$ cat src/nfcab_pkg.sv
// nfcab_pkg: constants and types shared by the type A/B frame codec.
// assumes a 20 MHz reference clock; the 13.56 MHz carrier is rebuilt from it.
package nfcab_pkg;
  // ==========================================================
  // carrier rebuilt from the reference clock
  localparam int NFCAB_FC_KHZ = 13560; // carrier, 13.56 MHz
  localparam int NFCAB_REF_KHZ = 20000; // ref_clk, 20 MHz
  localparam logic [9:0] NFCAB_ACC_STEP = 10'(NFCAB_FC_KHZ / 40); // carrier phase step
  localparam logic [9:0] NFCAB_ACC_WRAP = 10'(NFCAB_REF_KHZ / 40); // phase wrap
  localparam logic [7:0] NFCAB_ETU_106 = 8'h80; // carrier cycles per bit at 106k
  localparam int NFCAB_SUBC_FC = 16; // subcarrier period in carrier cycles
  localparam logic [5:0] NFCAB_SUBC_REF =
    6'((NFCAB_SUBC_FC * NFCAB_REF_KHZ) / NFCAB_FC_KHZ); // subcarrier period, ref cycles
  localparam logic [5:0] NFCAB_IVL_LO = NFCAB_SUBC_REF - 6'h06; // shorter: phase jump
  localparam logic [5:0] NFCAB_IVL_HI = NFCAB_SUBC_REF + 6'h07; // longer: phase jump
  localparam logic [5:0] NFCAB_IVL_OFF = 6'(2 * NFCAB_SUBC_REF); // silence threshold
  localparam logic [2:0] NFCAB_MAN_EDGES = 3'h3; // rises marking a loaded half-bit
  // ==========================================================
  // crc and framing
  localparam logic [15:0] NFCAB_CRC_POLY = 16'h8408; // reflected polynomial
  localparam logic [15:0] NFCAB_CRC_INIT_A = 16'h6363;
  localparam logic [15:0] NFCAB_CRC_INIT_B = 16'hFFFF;
  localparam logic [15:0] NFCAB_CRC_RES_A = 16'h0000; // residue over data plus crc
  localparam logic [15:0] NFCAB_CRC_RES_B = 16'hF0B8;
  localparam logic [3:0] NFCAB_B_SOF_IDX = 4'hB; // ten low bits then two high
  localparam logic [3:0] NFCAB_B_EOF_IDX = 4'h9; // ten low bits
  localparam logic [3:0] NFCAB_A_EOF_IDX = 4'h1; // logic 0 then an unmodulated bit
  localparam logic [3:0] NFCAB_A_PAR_IDX = 4'h8; // parity bit position
  localparam logic [3:0] NFCAB_B_STOP_IDX = 4'h9; // stop bit position
  localparam int NFCAB_F_SOF = 0; // flag bit: frame start
  localparam int NFCAB_F_TXD = 1; // flag bit: transmit done
  localparam int NFCAB_F_ERR = 2; // flag bit: receive error
  localparam int NFCAB_E_PAR = 0; // error bit: parity
  localparam int NFCAB_E_CRC = 1; // error bit: crc
  localparam int NFCAB_E_FRM = 2; // error bit: framing or collision
  // ==========================================================
  // state types
  typedef enum logic [3:0] {
    T_IDLE = 4'b0001, T_SOF = 4'b0010, T_CHAR = 4'b0100, T_EOF = 4'b1000
  } nfcab_tx_type;
  typedef enum logic [2:0] {R_IDLE = 3'b001, R_SOF = 3'b010, R_DATA = 3'b100} nfcab_rx_type;
  typedef struct packed {
    logic [9:0] acc; // carrier phase
    nfcab_tx_type tst; // transmit sequencer
    logic tmode_b; // frame mode, latched at start
    logic [1:0] tspeed; // frame speed, latched at start
    logic [7:0] etu; // carrier count within bit
    logic [3:0] idx; // bit index
    logic [1:0] src; // 0 data, 1 crc low, 2 crc high
    logic [9:0] tsh; // character shifter
    logic cur, prv, quiet; // bit on air, previous bit, no pause
    logic [7:0] hold; // host byte waiting
    logic hold_v, last_in, tx_ready;
    logic mod_full, mod_low10; // modulator controls
    logic rs1, rs2, rs3; // pin sync and edge history
    logic [5:0] ivl; // ref cycles since last rise
    logic rph, refph, samp; // subcarrier phase tracking
    nfcab_rx_type rxs; // receive sequencer
    logic [7:0] retu; // receive bit timer
    logic [3:0] ridx;
    logic [7:0] rsh;
    logic [2:0] e1, e2; // rises per half-bit
    logic rskip, rany;
    logic [7:0] rx_data;
    logic rx_valid, rx_end;
    logic [2:0] err, flags;
  } nfcab_st_type;
  // rise interval starts saturated: a zero would read as a live subcarrier
  // and open a false receive frame straight after reset
  localparam nfcab_st_type NFCAB_ST_RST = '{tst: T_IDLE, rxs: R_IDLE, ivl: 6'h3F, default: '0};
  // carrier cycles per bit for a speed code
  function automatic logic [7:0] etu_len(input logic [1:0] sp);
    etu_len = NFCAB_ETU_106 >> sp;
  endfunction
endpackage

$ cat src/nfcab_crc_if.sv
// nfcab_crc_if: bit-serial crc request and result between codec and crc unit.
// assumes one clock shared by both ends.
`timescale 1ns/100ps
interface nfcab_crc_if;
  logic clr; // load seed
  logic mode_b; // seed select
  logic en; // shift one bit
  logic din; // bit value
  logic [15:0] crc; // running register
  modport core(input clr, mode_b, en, din, output crc);
  modport user(output clr, mode_b, en, din, input crc);
endinterface

$ cat src/nfcab_codec.sv
// nfcab_codec: type A / type B reader framing, coding and decoding.
// assumes host strobes on ref_clk; rx_sub is an async comparator pin.
// Contract
// [RL1] type A sends modified Miller, full pauses
// [RL2] type A bit is 128/64/32/16 carrier cycles
// [RL3] type A receive Manchester at 106, else BPSK
// [RL4] frame crc generated and checked in hardware
// [RL5] type A parity internal, per selected speed
// [RL6] type B sends NRZ, ten percent keying
// [RL7] type B receive BPSK fc/16 subcarrier
// [RL8] host runs type A higher protocol layers
// [RL9] host runs whole type B protocol flow
// [RL10] frame start flag on receive start
// [RL11] transmit done flag entering end of frame
// [RL12] error flag when any error bit sets
// [RL13] odd parity per byte, mismatch flagged
`timescale 1ns/100ps
module nfcab_codec import nfcab_pkg::*; (
  input wire logic ref_clk, // 20 MHz
  input wire logic rst, // async, high
  input wire logic mode_b, // 1 type B, 0 type A
  input wire logic [1:0] speed, // 0..3 = 106..848 kbit/s
  input wire logic tx_valid, // host byte offered
  input wire logic [7:0] tx_data, // host byte
  input wire logic tx_last, // byte ends the frame
  output logic tx_ready, // byte taken when valid
  input wire logic rx_sub, // load modulation pin
  output logic [7:0] rx_data, // received byte
  output logic rx_valid, // rx_data strobe
  output logic rx_end, // end of received frame
  output logic mod_full, // full-depth pause
  output logic mod_low10, // ten percent level
  input wire logic [2:0] flag_clr, // clear flags, bit 2 also errors
  output logic rx_frame_start_flag, // sticky
  output logic tx_done_flag, // sticky
  output logic rx_error_flag, // sticky
  output logic [2:0] err_status // parity, crc, framing
);
  nfcab_st_type s, n; // state and next
  nfcab_crc_if crc_bus(); // link to crc unit
  logic crc_clr, crc_mode, crc_en, crc_din; // crc requests
  logic tick, bend, rend, rmid, rise, flip, sub_on, bpsk, b, col, fend;
  logic ld, h1, h2, par_bad, sof_evt, pw_first, pw_mid;
  logic [7:0] len, rlen, nb, pw;
  logic [9:0] acc_sum, w;
  logic [2:0] fl_set, er_set;
  // ==========================================================
  // sequencing
  always_comb begin
    n = s;
    crc_clr = 1'b0;
    crc_mode = mode_b;
    crc_en = 1'b0;
    crc_din = 1'b0;
    fl_set = '0;
    er_set = '0;
    par_bad = 1'b0;
    sof_evt = 1'b0;
    fend = 1'b0;
    ld = 1'b0;
    nb = s.hold;
    b = 1'b0;
    col = 1'b0;
    w = '0;
    // carrier tick: 339 of every 500 ref cycles
    acc_sum = s.acc + NFCAB_ACC_STEP;
    tick = acc_sum >= NFCAB_ACC_WRAP;
    n.acc = tick ? acc_sum - NFCAB_ACC_WRAP : acc_sum;
    len = etu_len(s.tspeed); // [RL2]
    bend = tick && (s.etu == len - 8'h01);
    // host byte into the holding slot
    if (tx_valid && s.tx_ready) begin
      n.hold = tx_data;
      n.hold_v = 1'b1;
      n.last_in = tx_last;
    end
    if (s.tst != T_IDLE && tick) begin
      n.etu = bend ? 8'h00 : s.etu + 8'h01; // [RL2] [RL6]
    end
    if (bend) begin
      n.prv = s.cur;
    end
    unique case (s.tst)
      T_IDLE: begin
        n.etu = '0;
        n.cur = 1'b0; // sof: start pause in A, low in B
        n.prv = 1'b0;
        n.quiet = 1'b0;
        // half duplex: never start over a frame being received
        if (s.hold_v && s.rxs == R_IDLE) begin
          n.tst = T_SOF;
          n.tmode_b = mode_b;
          n.tspeed = speed;
          n.idx = mode_b ? NFCAB_B_SOF_IDX : 4'h0;
          n.src = 2'h0;
          crc_clr = 1'b1;
        end
      end
      T_SOF: if (bend) begin
        if (s.idx == 4'h0) begin
          ld = 1'b1;
          n.hold_v = 1'b0;
        end else begin
          n.idx = s.idx - 4'h1;
          n.cur = (s.idx - 4'h1) < 4'h2; // [RL6] two high bits close sof
        end
      end
      T_CHAR: if (bend) begin
        // crc covers data bits only, not parity/start/stop
        crc_en = (s.src == 2'h0) && (s.tmode_b ? (s.idx != 4'h0 && s.idx < NFCAB_B_STOP_IDX)
                                               : (s.idx < NFCAB_A_PAR_IDX)); // [RL4]
        crc_din = s.cur;
        if (s.idx == (s.tmode_b ? NFCAB_B_STOP_IDX : NFCAB_A_PAR_IDX)) begin
          if (s.src == 2'h0 && s.hold_v) begin
            ld = 1'b1;
            n.hold_v = 1'b0;
          end else if (s.src != 2'h2) begin
            // underrun closes the frame like a last byte
            ld = 1'b1;
            n.last_in = 1'b1;
            n.src = s.src + 2'h1;
            nb = (s.src == 2'h0 ? crc_bus.crc[7:0] : crc_bus.crc[15:8])
                 ^ {8{s.tmode_b}}; // [RL4] type B sends the complement
          end else begin
            n.tst = T_EOF;
            fl_set[NFCAB_F_TXD] = 1'b1; // [RL11]
            n.idx = s.tmode_b ? NFCAB_B_EOF_IDX : NFCAB_A_EOF_IDX;
            n.cur = 1'b0;
          end
        end else begin
          n.idx = s.idx + 4'h1;
          n.tsh = s.tsh >> 1;
          n.cur = s.tsh[1];
        end
      end
      T_EOF: if (bend) begin
        if (s.idx == 4'h0) begin
          n.tst = T_IDLE;
          n.last_in = 1'b0;
        end else begin
          n.idx = s.idx - 4'h1;
          n.quiet = !s.tmode_b; // type A ends with an unmodulated bit
        end
      end
    endcase
    if (ld) begin
      // A: data lsb first then odd parity; B: start 0, data, stop 1
      w = s.tmode_b ? {1'b1, nb, 1'b0} : {1'b0, ~^nb, nb}; // [RL5] [RL13]
      n.tst = T_CHAR;
      n.tsh = w;
      n.cur = w[0];
      n.idx = 4'h0;
    end
    n.tx_ready = !n.hold_v && !n.last_in;
    // modified Miller: 1 pauses mid-bit, 0 after 0 pauses at start
    pw = len >> 2; // pause width, quarter bit at every speed
    pw_first = s.etu < pw;
    pw_mid = s.etu >= (len >> 1) && s.etu < (len >> 1) + pw;
    n.mod_full = s.tst != T_IDLE && !s.tmode_b && !s.quiet
                 && (s.cur ? pw_mid : (!s.prv && pw_first)); // [RL1]
    n.mod_low10 = s.tst != T_IDLE && s.tmode_b && !s.cur; // [RL6]
    // ---- receive: pin sync, then subcarrier edge timing
    n.rs1 = rx_sub;
    n.rs2 = s.rs1;
    n.rs3 = s.rs2;
    rise = s.rs2 && !s.rs3;
    n.ivl = rise ? 6'h00 : (s.ivl == 6'h3F ? s.ivl : s.ivl + 6'h01);
    sub_on = s.ivl < NFCAB_IVL_OFF;
    // a rise interval far from one fc/16 period marks a phase jump
    flip = rise && sub_on && (s.ivl < NFCAB_IVL_LO || s.ivl > NFCAB_IVL_HI); // [RL7]
    if (flip) begin
      n.rph = !s.rph;
    end
    bpsk = mode_b || speed != 2'h0; // [RL3]
    rlen = etu_len(speed);
    rend = tick && s.retu == rlen - 8'h01;
    rmid = tick && s.retu == (rlen >> 1) - 8'h01;
    h1 = s.e1 >= NFCAB_MAN_EDGES;
    h2 = s.e2 >= NFCAB_MAN_EDGES;
    if (s.rxs == R_IDLE) begin
      n.retu = '0;
      n.e1 = '0;
      n.e2 = '0;
      if (s.tst == T_IDLE && sub_on && (!bpsk || flip)) begin
        sof_evt = 1'b1;
        fl_set[NFCAB_F_SOF] = 1'b1; // [RL10]
        n.rxs = mode_b ? R_SOF : R_DATA;
        n.refph = s.rph;
        n.rskip = !mode_b; // type A start bit carries no data
        n.ridx = '0;
        n.rany = 1'b0;
        crc_clr = 1'b1;
      end
    end else begin
      if (tick) begin
        n.retu = rend ? 8'h00 : s.retu + 8'h01;
      end
      if (rise && s.retu < (rlen >> 1) && s.e1 != 3'h7) begin
        n.e1 = s.e1 + 3'h1;
      end else if (rise && s.retu >= (rlen >> 1) && s.e2 != 3'h7) begin
        n.e2 = s.e2 + 3'h1;
      end
      if (rmid) begin
        n.samp = s.rph;
      end
      if (rend) begin
        n.e1 = '0;
        n.e2 = '0;
        b = bpsk ? (s.samp == s.refph) : h1; // [RL3] [RL7]
        col = !bpsk && h1 && h2; // both halves loaded
        if (bpsk ? !sub_on : (h1 == h2)) begin
          fend = 1'b1;
          er_set[NFCAB_E_FRM] = col;
        end else if (s.rxs == R_SOF) begin
          if (b) begin
            n.rxs = R_DATA;
          end
        end else if (s.rskip) begin
          n.rskip = 1'b0;
        end else if (!mode_b && s.ridx == NFCAB_A_PAR_IDX) begin
          par_bad = !(^{b, s.rsh}); // [RL13] [RL5]
          er_set[NFCAB_E_PAR] = par_bad;
          n.rx_data = s.rsh;
          n.rx_valid = 1'b1;
          n.rany = 1'b1;
          n.ridx = '0;
        end else if (mode_b && s.ridx == NFCAB_B_STOP_IDX) begin
          n.ridx = '0;
          if (b) begin
            n.rx_data = s.rsh;
            n.rx_valid = 1'b1;
            n.rany = 1'b1;
          end else if (s.rsh == 8'h00) begin
            fend = 1'b1; // ten low bits: end of frame
          end else begin
            er_set[NFCAB_E_FRM] = 1'b1;
          end
        end else if (mode_b && s.ridx == 4'h0) begin
          n.ridx = b ? 4'h0 : 4'h1; // wait for a start bit
        end else begin
          n.rsh = {b, s.rsh[7:1]};
          n.ridx = s.ridx + 4'h1;
          crc_en = 1'b1;
          crc_din = b;
        end
      end
      if (fend) begin
        n.rxs = R_IDLE;
        er_set[NFCAB_E_CRC] = s.rany && crc_bus.crc
                              != (mode_b ? NFCAB_CRC_RES_B : NFCAB_CRC_RES_A); // [RL4]
      end
    end
    n.rx_valid = n.rx_valid && rend;
    n.rx_end = fend;
    fl_set[NFCAB_F_ERR] = |er_set; // [RL12]
    // set wins over a clear in the same cycle
    n.flags = (s.flags & ~flag_clr) | fl_set;
    n.err = (s.err & ~{3{flag_clr[NFCAB_F_ERR]}}) | er_set;
    if (s.tst != T_IDLE) begin
      crc_mode = s.tmode_b;
    end
  end
  // ==========================================================
  // state register
  always_ff @(posedge ref_clk or posedge rst) begin
    if (rst) begin
      s <= NFCAB_ST_RST;
    end else begin
      s <= n;
    end
  end
  assign crc_bus.clr = crc_clr;
  assign crc_bus.mode_b = crc_mode;
  assign crc_bus.en = crc_en;
  assign crc_bus.din = crc_din;
  nfcab_crc16 u_crc (.ref_clk(ref_clk), .rst(rst), .cb(crc_bus.core));
  assign tx_ready = s.tx_ready;
  assign rx_data = s.rx_data;
  assign rx_valid = s.rx_valid;
  assign rx_end = s.rx_end;
  assign mod_full = s.mod_full;
  assign mod_low10 = s.mod_low10;
  assign rx_frame_start_flag = s.flags[NFCAB_F_SOF];
  assign tx_done_flag = s.flags[NFCAB_F_TXD];
  assign rx_error_flag = s.flags[NFCAB_F_ERR];
  assign err_status = s.err;
endmodule

$ cat src/nfcab_crc16.sv
// nfcab_crc16: 16-bit reflected crc, one data bit per enabled cycle.
// assumes the codec clears it before each frame.
`timescale 1ns/100ps
module nfcab_crc16 import nfcab_pkg::*; (
  input wire logic ref_clk, // 20 MHz
  input wire logic rst, // async, high
  nfcab_crc_if.core cb // crc requests
);
  typedef struct packed {logic [15:0] crc;} nfcab_crc_st_type;
  nfcab_crc_st_type s, n; // state and next
  // ==========================================================
  // update
  always_comb begin
    n = s;
    if (cb.clr) begin
      n.crc = cb.mode_b ? NFCAB_CRC_INIT_B : NFCAB_CRC_INIT_A; // [RL4]
    end else if (cb.en) begin
      n.crc = (s.crc >> 1) ^ ((s.crc[0] ^ cb.din) ? NFCAB_CRC_POLY : 16'h0000); // [RL4]
    end
  end
  always_ff @(posedge ref_clk or posedge rst) begin
    if (rst) begin
      s <= '0;
    end else begin
      s <= n;
    end
  end
  assign cb.crc = s.crc;
endmodule

$ cat config.mk
export PLATFORM = sky130hd
export DESIGN_NAME = nfcab_codec
export DESIGN_NICKNAME = d
export VERILOG_FILES = /design/src/nfcab_pkg.sv /design/src/nfcab_crc_if.sv /design/src/nfcab_codec.sv /design/src/nfcab_crc16.sv
export SDC_FILE = /design/constraint.sdc
export NUM_CORES = 1
export LEC_CHECK = 0
export BUFFER_PORTS_ARGS = -buffer_cell sky130_fd_sc_hd__buf_2
export CAP_MARGIN = 20
export CORE_MARGIN = 4
export CORE_UTILIZATION = 58
export CTS_BUF_LIST = sky130_fd_sc_hd__clkbuf_8
export CTS_CLUSTER_DIAMETER = 40
export DETAILED_ROUTE_END_ITERATION = 8
export PLACE_DENSITY = 0.83
export SYNTH_ARGS = -nofsm -noshare
export SYNTH_HDL_FRONTEND = slang
export SYNTH_HIERARCHICAL = 1
export SYNTH_SLANG_ARGS = --single-unit
$ cat constraint.sdc
create_clock -name ref_clk -period 3.65 [get_ports ref_clk]
set_input_delay 0.5475 -clock ref_clk [delete_from_list [all_inputs] [get_ports ref_clk]]
set_output_delay 0.5475 -clock ref_clk [all_outputs]
set_load 0.05 [all_outputs]
==> flow_summary_export.csv, run 1 <==
group,metric,value,unit
run_status,status,"complete, no violations",
cts,cts_tree,"yes",
yosys,syn_area,8250,um^2
sta,min_period_over_period,91.2,%
cts,postCtsSetupBuffers,0,
critical_path,slowest_stage,"or4_1",
critical_path,crit_path_max_incr_delay,0.73,ns
yosys,synthArstFlopShare,100,%
routing,wl_per_cell,16.6,um
final_layout,fin_area,8960,um^2
cts,clock_latency,0.46,ns
routing,via_count,6418,
critical_path,start_kind,"flop",
yosys,synth.avg_cell_area,9.77,um^2
floorplan,start_util,59.2,%
sta,slew_headroom,51.1,%
sta,setup_tns,0,ns
sta,hold_viol_final,0,
placed_design,placed_area,8580,um^2
critical_path,end_kind,"flop",
sta,period_minus_slack,3.33,ns
cts,cts_buffers,17,
global_routing,grt_pass1_vias,6411,
global_routing,grt_first_pass_wirelength,30.6,mm
placed_design,io_buffer_count,37,
yosys,synthCells,845,
yosys,synth_edf_count,0,
cts,cts_resized,0,
sta,rsz0062_at_grt,"false",
floorplan,ios,38,
routing,avgViaCountPerCell,5.99,
power,power_density,423,nW/um^2
floorplan,fp.dieH,127,um
routing,drc,0,
yosys,synth.distinct_cells,84,
yosys,yosysTopAreaCellShare,37.3,%
sta,fmax,300,MHz
cts,clkSlewWorstSetupHoldPaths,0.08,ns
placed_design,place_ws,0.325,ns
yosys,yosysSeqAreaShare,39.8,%
final_layout,diodes,0,
floorplan,core.rowCount,43,
sta,tightestPinTransition,0.734,ns
routing,dr.pass1.iters,4,
global_routing,antenna_found_initial,0,
placed_design,gp_congestion,0.894,
critical_path,crit_path_max_fanout,8,
placed_design,place_inst,1040,
cts,htree_num_levels,4,
yosys,yosys-top-cells-area,"dfrtp_1 (37%), ha_1 (7.4%), xnor2_1 (4.1%)",
floorplan,die_area,16200,um^2
min_path,hp-class,"in -> async",
final_layout,drive_gt1_share,17.6,%
critical_path,critPathKind,"reg -> reg",
routing,routed_wl,17.8,mm
cts,cts_sinks,131,
floorplan,core-area,13900,um^2
global_routing,overflow,0,
final_layout,final_cells,1072,
final_layout,fin_nets,947,
sta,setup_violations,0,
yosys,ys_warn_count,6,
routing,ant_nets,0,
critical_path,reg2reg_slack,0.32,ns
cts,cts_buffer_depth,2,
power,fin_total_pwr,3.79,mW
global_routing,gr-usage-all-layers,23.3,%
job,drv_cap,0,
yosys,synthFlopType,"dfrtp_1",
placed_design,dp_hpwl,12.9,mm
critical_path,path_cells,"inv_1 -> ha_1 -> inv_1 -> ha_1 -> nand2_1 -> or4_1 -> nor3_4 -> mux4_2 -> a21o_1",
cts,clockRootBuffer,"clkbuf_8",
sta,setup_slack,0.321,ns
yosys,synth_nets,913,
final_layout,synthToLayoutAreaGrowth,8.53,%
power,leakagePower,3.97,nW
routing,drtIter0Drc,481,
sta,drv_slew,0,
floorplan,die_w,127,um
cts,cts-hold-fix-buffers,0,
yosys,ys_ff_latch,131,
power,peakVddDrop,0.417,mV
critical_path,arrival,3.68,ns
critical_path,cp.required,4.00,ns
global_routing,grt_max_degree,53,
yosys,synth_top_cell_by_area,"dfrtp_1",
sta,clock_skew,0.0149,ns
## area by class of cell
class                      count  area (um^2)
fill                        1119         4980
multi-input combinational    616         4510
sequential                   131         3290
timing repair buffer          59          350
clock buffer                  21          289
tap                          180          225
inverter                      54          205
clock inverter                11         87.6
## sequential cells by signal (all words and copies together) (netlist names), 2 cells and up
signal / cells
n: 2
rx_data: 8
err_status: 3
s: 94
u_crc/cb.crc: 16
## kinds of logic (layout without fill, tap and decap cells)
kind of cell               after synthesis  in the layout  synth area share [%]
AOI/OAI and AO/OA                      186            186                  15.4
xor gates and xnor gates                55             55                  5.84
adders and majority gates               49             49                  7.43
buffers and inverters                   98            145                  5.56
DFF                                    131            131                  39.8
muxes                                   46             46                  7.05
and+or+nand+nor                        280            280                  18.9
## layer usage
layer / wire length [um] / vias to the layer above / global-route usage, %
li1: - / 3102 / -
met1: 8010 / 3095 / 30.9
met2: 8480 / 182 / 37.1
met3: 864 / 39 / 4.97
met4: 443 / 0 / 9.91
met5: 0 / - / 0
## synthesized netlist by cell type (12+ instances only)
library cell,instances
dfrtp_1,123
nor2_1,57
o21ai_0,46
nor3_1,23
ha_1,49
a211oi_1,12
nor4_1,12
nand2_1,67
xnor2_1,39
xor2_1,16
mux2i_1,12
nand3_1,19
clkbuf_1,14
mux2_2,23
a21oi_1,35
nand2b_1,12
inv_1,53
## metrics by stage
stage	hold slack, ns	util (%)
after floorplan	0.331	-
after global placement	0.334	61.6
after detailed placement	0.348	61.6
after CTS	0.184	64.3
after global routing	0.176	64.3
final	0.183	64.3
## cell usage in the layout (no fill, tap or decap), drive strengths merged, types with 16 or more instances in the layout
cell type and count:
inv 57, nand3 19, xnor2 39, buf 59
a21oi 36, xor2 16, o21ai 51, ha 49
nor3 27, nand2 68, mux2 27, clkbuf 21
nor2 58, dfrtp 123
## where the power goes
part | internal, mW | leakage, nW | total, mW | switching [mW]
Sequential | 1.62 | 1.55 | 1.83 | 0.206
Combinational | 0.410 | 2.22 | 0.787 | 0.376
Clock | 0.600 | 0.197 | 1.18 | 0.578
Total | 2.63 | 3.97 | 3.79 | 1.16
## worst paths after layout
path                            startpoint               end  depth (start not counted)
worst min-delay path                   rst  u_crc/cb.crc[10]                          2
min in group ref_clk                rx_sub             n[57]                          1
max in group asynchronous              rst            s[102]                          3
worst max-delay path                s[100]             s[77]                          9
worst max register to register      s[100]             s[77]                          9
worst min register to register       n[57]             n[56]                          0
## worst max-delay path: cells and delay by family, from the launching register on
kind | cells | cell delay, ns
and+or+nand+nor | 3 | 1.34
muxes | 1 | 0.57
adders and majority gates | 2 | 0.49
DFF | 1 | 0.42
buffers and inverters | 2 | 0.21
AOI/OAI and AO/OA | 1 | 0.19
Note: power is estimated with default switching activity, not from simulation.
==> run 2: changes to the inputs <==
Settings changed: RECOVER_POWER set to 50.
==> run 2 against run 1 <==
The flow now finishes with violations (max-capacitance violations, max-slew violations). Global-route usage did not move. Sequential power barely moved. Worst hold slack worse by 0.027 ns. Core utilization shrank 0.063 points. Clock skew is essentially flat. Flip-flop and latch count did not move. Non-clock buffer count unchanged. Die area did not move. Cell count stayed put. Critical path type unchanged. Largest cell class unchanged.
==> flow_summary_export.csv, run 2 (synthesis gave the netlist of run 1 again) <==
group,metric,value,unit
cts,clock_latency,0.46,ns
routing,avgViaCountPerCell,6.00,
job,drv_cap,1,
global_routing,gr-usage-all-layers,23.3,%
global_routing,use_met3,4.97,%
final_layout,final_cell_mix,"dfrtp_1 (123), nand2_1 (67), nor2_1 (57)",
cts,cts_resized,0,
min_path,hp-class,"in -> async",
cts,clockRootBuffer,"clkbuf_8",
cts,postCtsSetupBuffers,0,
sta,slew_headroom,-60.8,%
placed_design,dp_hpwl,12.9,mm
critical_path,start_kind,"flop",
final_layout,final_cells,1072,
global_routing,grt_first_pass_wirelength,30.6,mm
final_layout,fin_nets,947,
floorplan,start_util,59.2,%
placed_design,place_inst,1040,
final_layout,final_common_cell,"dfrtp_1",
final_layout,diodes,0,
critical_path,cp.required,4.00,ns
routing,drtIter0Drc,481,
sta,clock_skew,0.0151,ns
cts,cts-hold-fix-buffers,0,
power,p_sw,1.16,mW
final_layout,drive_gt1_share,17.4,%
sta,min_period_over_period,90.9,%
cts,cts_buffer_depth,2,
routing,wl_per_cell,16.6,um
sta,fmax,301,MHz
floorplan,die_w,127,um
final_layout,fin_area,8950,um^2
routing,drc,0,
sta,hold_viol_final,0,
global_routing,top_usage_layer,"met2",
floorplan,core.rowCount,43,
placed_design,placed_area,8580,um^2
cts,cts_sinks,131,
power,switching_share,30.6,%
cts,cts_buffers,17,
run_status,status,"finished, violations left",
routing,dr.pass1.iters,5,
power,p_clk_share,31.1,%
sta,setup_violations,0,
floorplan,ios,38,
global_routing,met1_usage,30.9,%
sta,period_minus_slack,3.32,ns
cts,clkSlewWorstSetupHoldPaths,0.08,ns
floorplan,fp.dieH,127,um
placed_design,gp_congestion,0.894,
critical_path,crit_path_max_fanout,8,
global_routing,grt_max_degree,53,
sta,tightestPinTransition,2.40,ns
power,power_density,424,nW/um^2
cts,htree_num_levels,4,
routing,via_count,6431,
global_routing,use_met2,37.1,%
routing,routed_wl,17.8,mm
global_routing,overflow,0,
cts,cts_tree,"yes",
final_layout,largest-register,"s",
power,peakVddDrop,0.407,mV
floorplan,core-area,13900,um^2
power,leakagePower,3.95,nW
critical_path,arrival,3.67,ns
power,p_int,2.63,mW
final_layout,largest_reg_flops,94,
sta,timing.hold.ws,0.156,ns
placed_design,io_buffer_count,37,
sta,rsz0062_at_grt,"false",
sta,setup_tns,0,ns
global_routing,antenna_found_initial,0,
power,p_seq_share,48.2,%
final_layout,synthToLayoutAreaGrowth,8.43,%
power,fin_total_pwr,3.79,mW
sta,drv_slew,53,
critical_path,critPathKind,"reg -> reg",
power,combPwrFrac,20.7,%
critical_path,end_kind,"flop",
global_routing,grt_pass1_vias,6411,
floorplan,die_area,16200,um^2
routing,ant_nets,0,
run_status,violations,"max-capacitance violations, max-slew violations",
[run 2: cell types whose count changed in the layout (fill, tap and decap cells not counted), sizes merged]
cell / previous run / this run
buf: 59 / 56
inv: 57 / 56
clkbuf: 21 / 24
clkinvlp: 3 / 4
[run 2: worst paths after layout]
path	cells after the start	end	startpoint	slack [ns]
min	2	u_crc/cb.crc[10]	rst	0.16
min reg2reg	0	n[56]	n[57]	0.37
min in group ref_clk	1	n[57]	rx_sub	0.20
max in group asynchronous	3	n[56]	rst	0.80
max	9	s[77]	s[100]	0.33
max reg2reg	9	s[77]	s[100]	0.33
[run 2: cell type report]
| type | instances | area, um^2 |
|---|---|---|
| repair buffers | 59 | 343 |
| fillers | 1123 | 4980 |
| clock inverters | 11 | 87.6 |
| flip-flops and latches | 131 | 3290 |
| inverters | 54 | 204 |
| clock buffers | 21 | 289 |
| well taps | 180 | 225 |
| multi-input cells | 616 | 4510 |
[run 2: critical path, stage by stage, from the launching register on]
cell and delay (ns):
dfrtp_1 0.42, inv_1 0.16, ha_1 0.22, inv_1 0.05, ha_1 0.27, nand2_1 0.07, or4_1 0.72, nor3_4 0.54
mux4_2 0.57, a21o_1 0.19
[run 2: layer usage]
layer	up-vias	share of wire [%]
li1	3098	-
met1	3109	45
met2	183	48
met3	41	5.0
met4	0	2.6
met5	-	0
[run 2: power groups by stage]
stage | logic [mW] | registers (mW) | clock network, mW
after floorplan | 0.651 | 1.79 | 0
final | 0.786 | 1.83 | 1.18
after CTS | 0.794 | 1.82 | 1.19
after detailed placement | 0.783 | 1.85 | 0
after global placement | 0.748 | 1.84 | 0
after global routing | 0.893 | 1.85 | 1.26
[run 2: stage by stage]
| step | setup WS, ns | utilization (%) |
|---|---|---|
| floorplan | 0.0717 | - |
| global placement | 0.430 | 61.6 |
| detailed placement | 0.325 | 61.6 |
| CTS | 0.320 | 64.3 |
| global route | 0.0229 | 64.2 |
| finish | 0.331 | 64.2 |
==> run 3: changes to the inputs <==
Settings changed: CELL_PAD_IN_SITES_DETAIL_PLACEMENT set to 1, CELL_PAD_IN_SITES_GLOBAL_PLACEMENT set to 1, CORE_UTILIZATION 58 to 46.
==> run 3 against run 2 <==
The run still ends with max-capacitance violations, max-slew violations left. Maximum frequency fell by 0.22%. Routed wire length rose by 22%. Setup slack got worse by 0.0074 ns. Flip-flop and latch count did not move. Design area rose by 1.2%. Largest power group unchanged. Highest routed layer unchanged.
==> flow_summary_export.csv, run 3 (synthesis gave the netlist of run 1 again) <==
group,metric,value,unit
run_status,status,"finished, violations left",
final_layout,drive_gt1_share,17.5,%
critical_path,path_cells,"ha_1 -> ha_1 -> a211oi_2 -> xnor2_1 -> a211oi_1 -> nand3_1 -> nor3_4 -> a41o_1 -> buf_4 -> inv_2 -> nor4_1 -> nor4_1",
global_routing,antenna_found_initial,0,
floorplan,ios,38,
final_layout,diodes,0,
global_routing,use_met2,38.7,%
power,p_seq_share,45.8,%
critical_path,worst-path-stages,12,
final_layout,synthToLayoutAreaGrowth,9.75,%
floorplan,fp.dieH,142,um
cts,cts_buffer_depth,2,
cts,cts_buffers,17,
cts,postCtsSetupBuffers,0,
cts,cts_tree,"yes",
global_routing,grt_first_pass_wirelength,36.4,mm
sta,slew_headroom,-59.8,%
critical_path,crit_path_max_incr_delay,0.42,ns
final_layout,final_common_cell,"dfrtp_1",
sta,drv_slew,53,
power,p_sw,1.29,mW
floorplan,start_util,47.4,%
routing,ant_nets,0,
critical_path,cp.required,3.96,ns
critical_path,crit_path_max_fanout,28,
sta,min_period_over_period,91.1,%
cts,cts-hold-fix-buffers,0,
critical_path,end_kind,"flop",
routing,routed_wl,21.6,mm
critical_path,reg2reg_depth,12,
critical_path,cpLargestDelayFamily,"simple AND/OR/NAND/NOR gates",
job,drv_cap,1,
routing,avgViaCountPerCell,5.92,
sta,setup_slack,0.324,ns
power,p_clk_share,33.5,%
placed_design,dp_hpwl,15.6,mm
sta,period_minus_slack,3.33,ns
global_routing,gr-usage-all-layers,22.4,%
final_layout,largest-register,"s",
floorplan,die_w,142,um
placed_design,io_buffer_count,37,
final_layout,final_cell_mix,"dfrtp_1 (123), nand2_1 (67), nor2_1 (57)",
global_routing,grt_max_degree,53,
sta,setup_violations,0,
sta,fmax,301,MHz
routing,dr.pass1.iters,5,
sta,tightestPinTransition,2.38,ns
global_routing,grt_pass1_vias,7115,
sta,rsz0062_at_grt,"false",
critical_path,arrival,3.64,ns
power,combPwrFrac,20.6,%
power,leakagePower,3.98,nW
cts,clockRootBuffer,"clkbuf_8",
critical_path,critPathKind,"reg -> reg",
floorplan,core-area,17400,um^2
routing,drtIter0Drc,410,
routing,wl_per_cell,19.4,um
power,switching_share,32.1,%
floorplan,die_area,20200,um^2
power,p_int,2.72,mW
global_routing,overflow,0,
power,power_density,443,nW/um^2
cts,htree_num_levels,4,
final_layout,largest_reg_flops,94,
routing,drc,0,
placed_design,place_ws,0.366,ns
global_routing,use_met3,3.93,%
critical_path,slowest_stage,"dfrtp_1",
final_layout,final_util,52.0,%
global_routing,met1_usage,28.2,%
final_layout,fin_nets,946,
cts,clkSlewWorstSetupHoldPaths,0.09,ns
routing,via_count,6610,
sta,clock_skew,0.0151,ns
placed_design,gp_congestion,0.841,
critical_path,critPathBufInv,2,
cts,cts_sinks,131,
cts,cts_resized,0,
power,peakVddDrop,0.352,mV
floorplan,core.rowCount,48,
sta,hold_viol_final,0,
global_routing,top_usage_layer,"met2",
critical_path,start_kind,"flop",
sta,setup_tns,0,ns
run_status,violations,"max-capacitance violations, max-slew violations",
min_path,hp-class,"in -> async",
cts,clock_latency,0.46,ns
run 3: path summary, 6_finish.rpt:
path | startpoint | to | slack (ns)
setup / recovery | s[21] | u_crc/cb.crc[3] | 0.32
hold / removal | rst | u_crc/cb.crc[6] | 0.16
setup reg to reg | s[21] | u_crc/cb.crc[3] | 0.32
hold reg to reg | n[57] | n[56] | 0.36
max in group asynchronous | rst | s[87] | 1.02
min in group ref_clk | rx_sub | n[57] | 0.19
run 3: final cells by class:
cell class,count,area (um^2)
Multi-Input combinational cell,616,4520
Clock buffer,17,234
Clock inverter,15,191
Tap cell,225,282
Sequential cell,131,3290
Inverter,54,204
Fill cell,1991,8360
Timing Repair Buffer,58,335
run 3: per-stage QoR:
step | total power, mW | area (um^2) | instances | hold WS, ns
after floorplan | 2.44 | 8250 | 845 | 0.331
after global placement | 2.61 | 8630 | 1084 | 0.333
after detailed placement | 2.67 | 8630 | 1084 | 0.345
after CTS | 4.04 | 9060 | 1116 | 0.173
after global routing | 4.23 | 9060 | 1116 | 0.171
final | 4.01 | 9060 | 1116 | 0.158
run 3: metal layers:
metal	share of wire, %	wire [um]
met2	50	10700
met4	2.9	625
met1	44	9550
met5	0	0
met3	3.4	739
run 3: worst register-to-register path: cells and delay by family (launching register included):
family,cells,cell delay (ns)
compound gates,3,0.88
flops,1,0.42
xor+xnor,1,0.18
buf+inv,2,0.39
fa+ha+maj,2,0.43
simple gates,4,0.89
run 3: power by group through the flow:
stage                     logic, mW  clock network (mW)  registers [mW]
after global routing          0.930                1.44            1.87
after floorplan               0.651                   0            1.79
after CTS                     0.842                1.37            1.84
after detailed placement      0.815                   0            1.86
final                         0.828                1.35            1.84
after global placement        0.763                   0            1.84
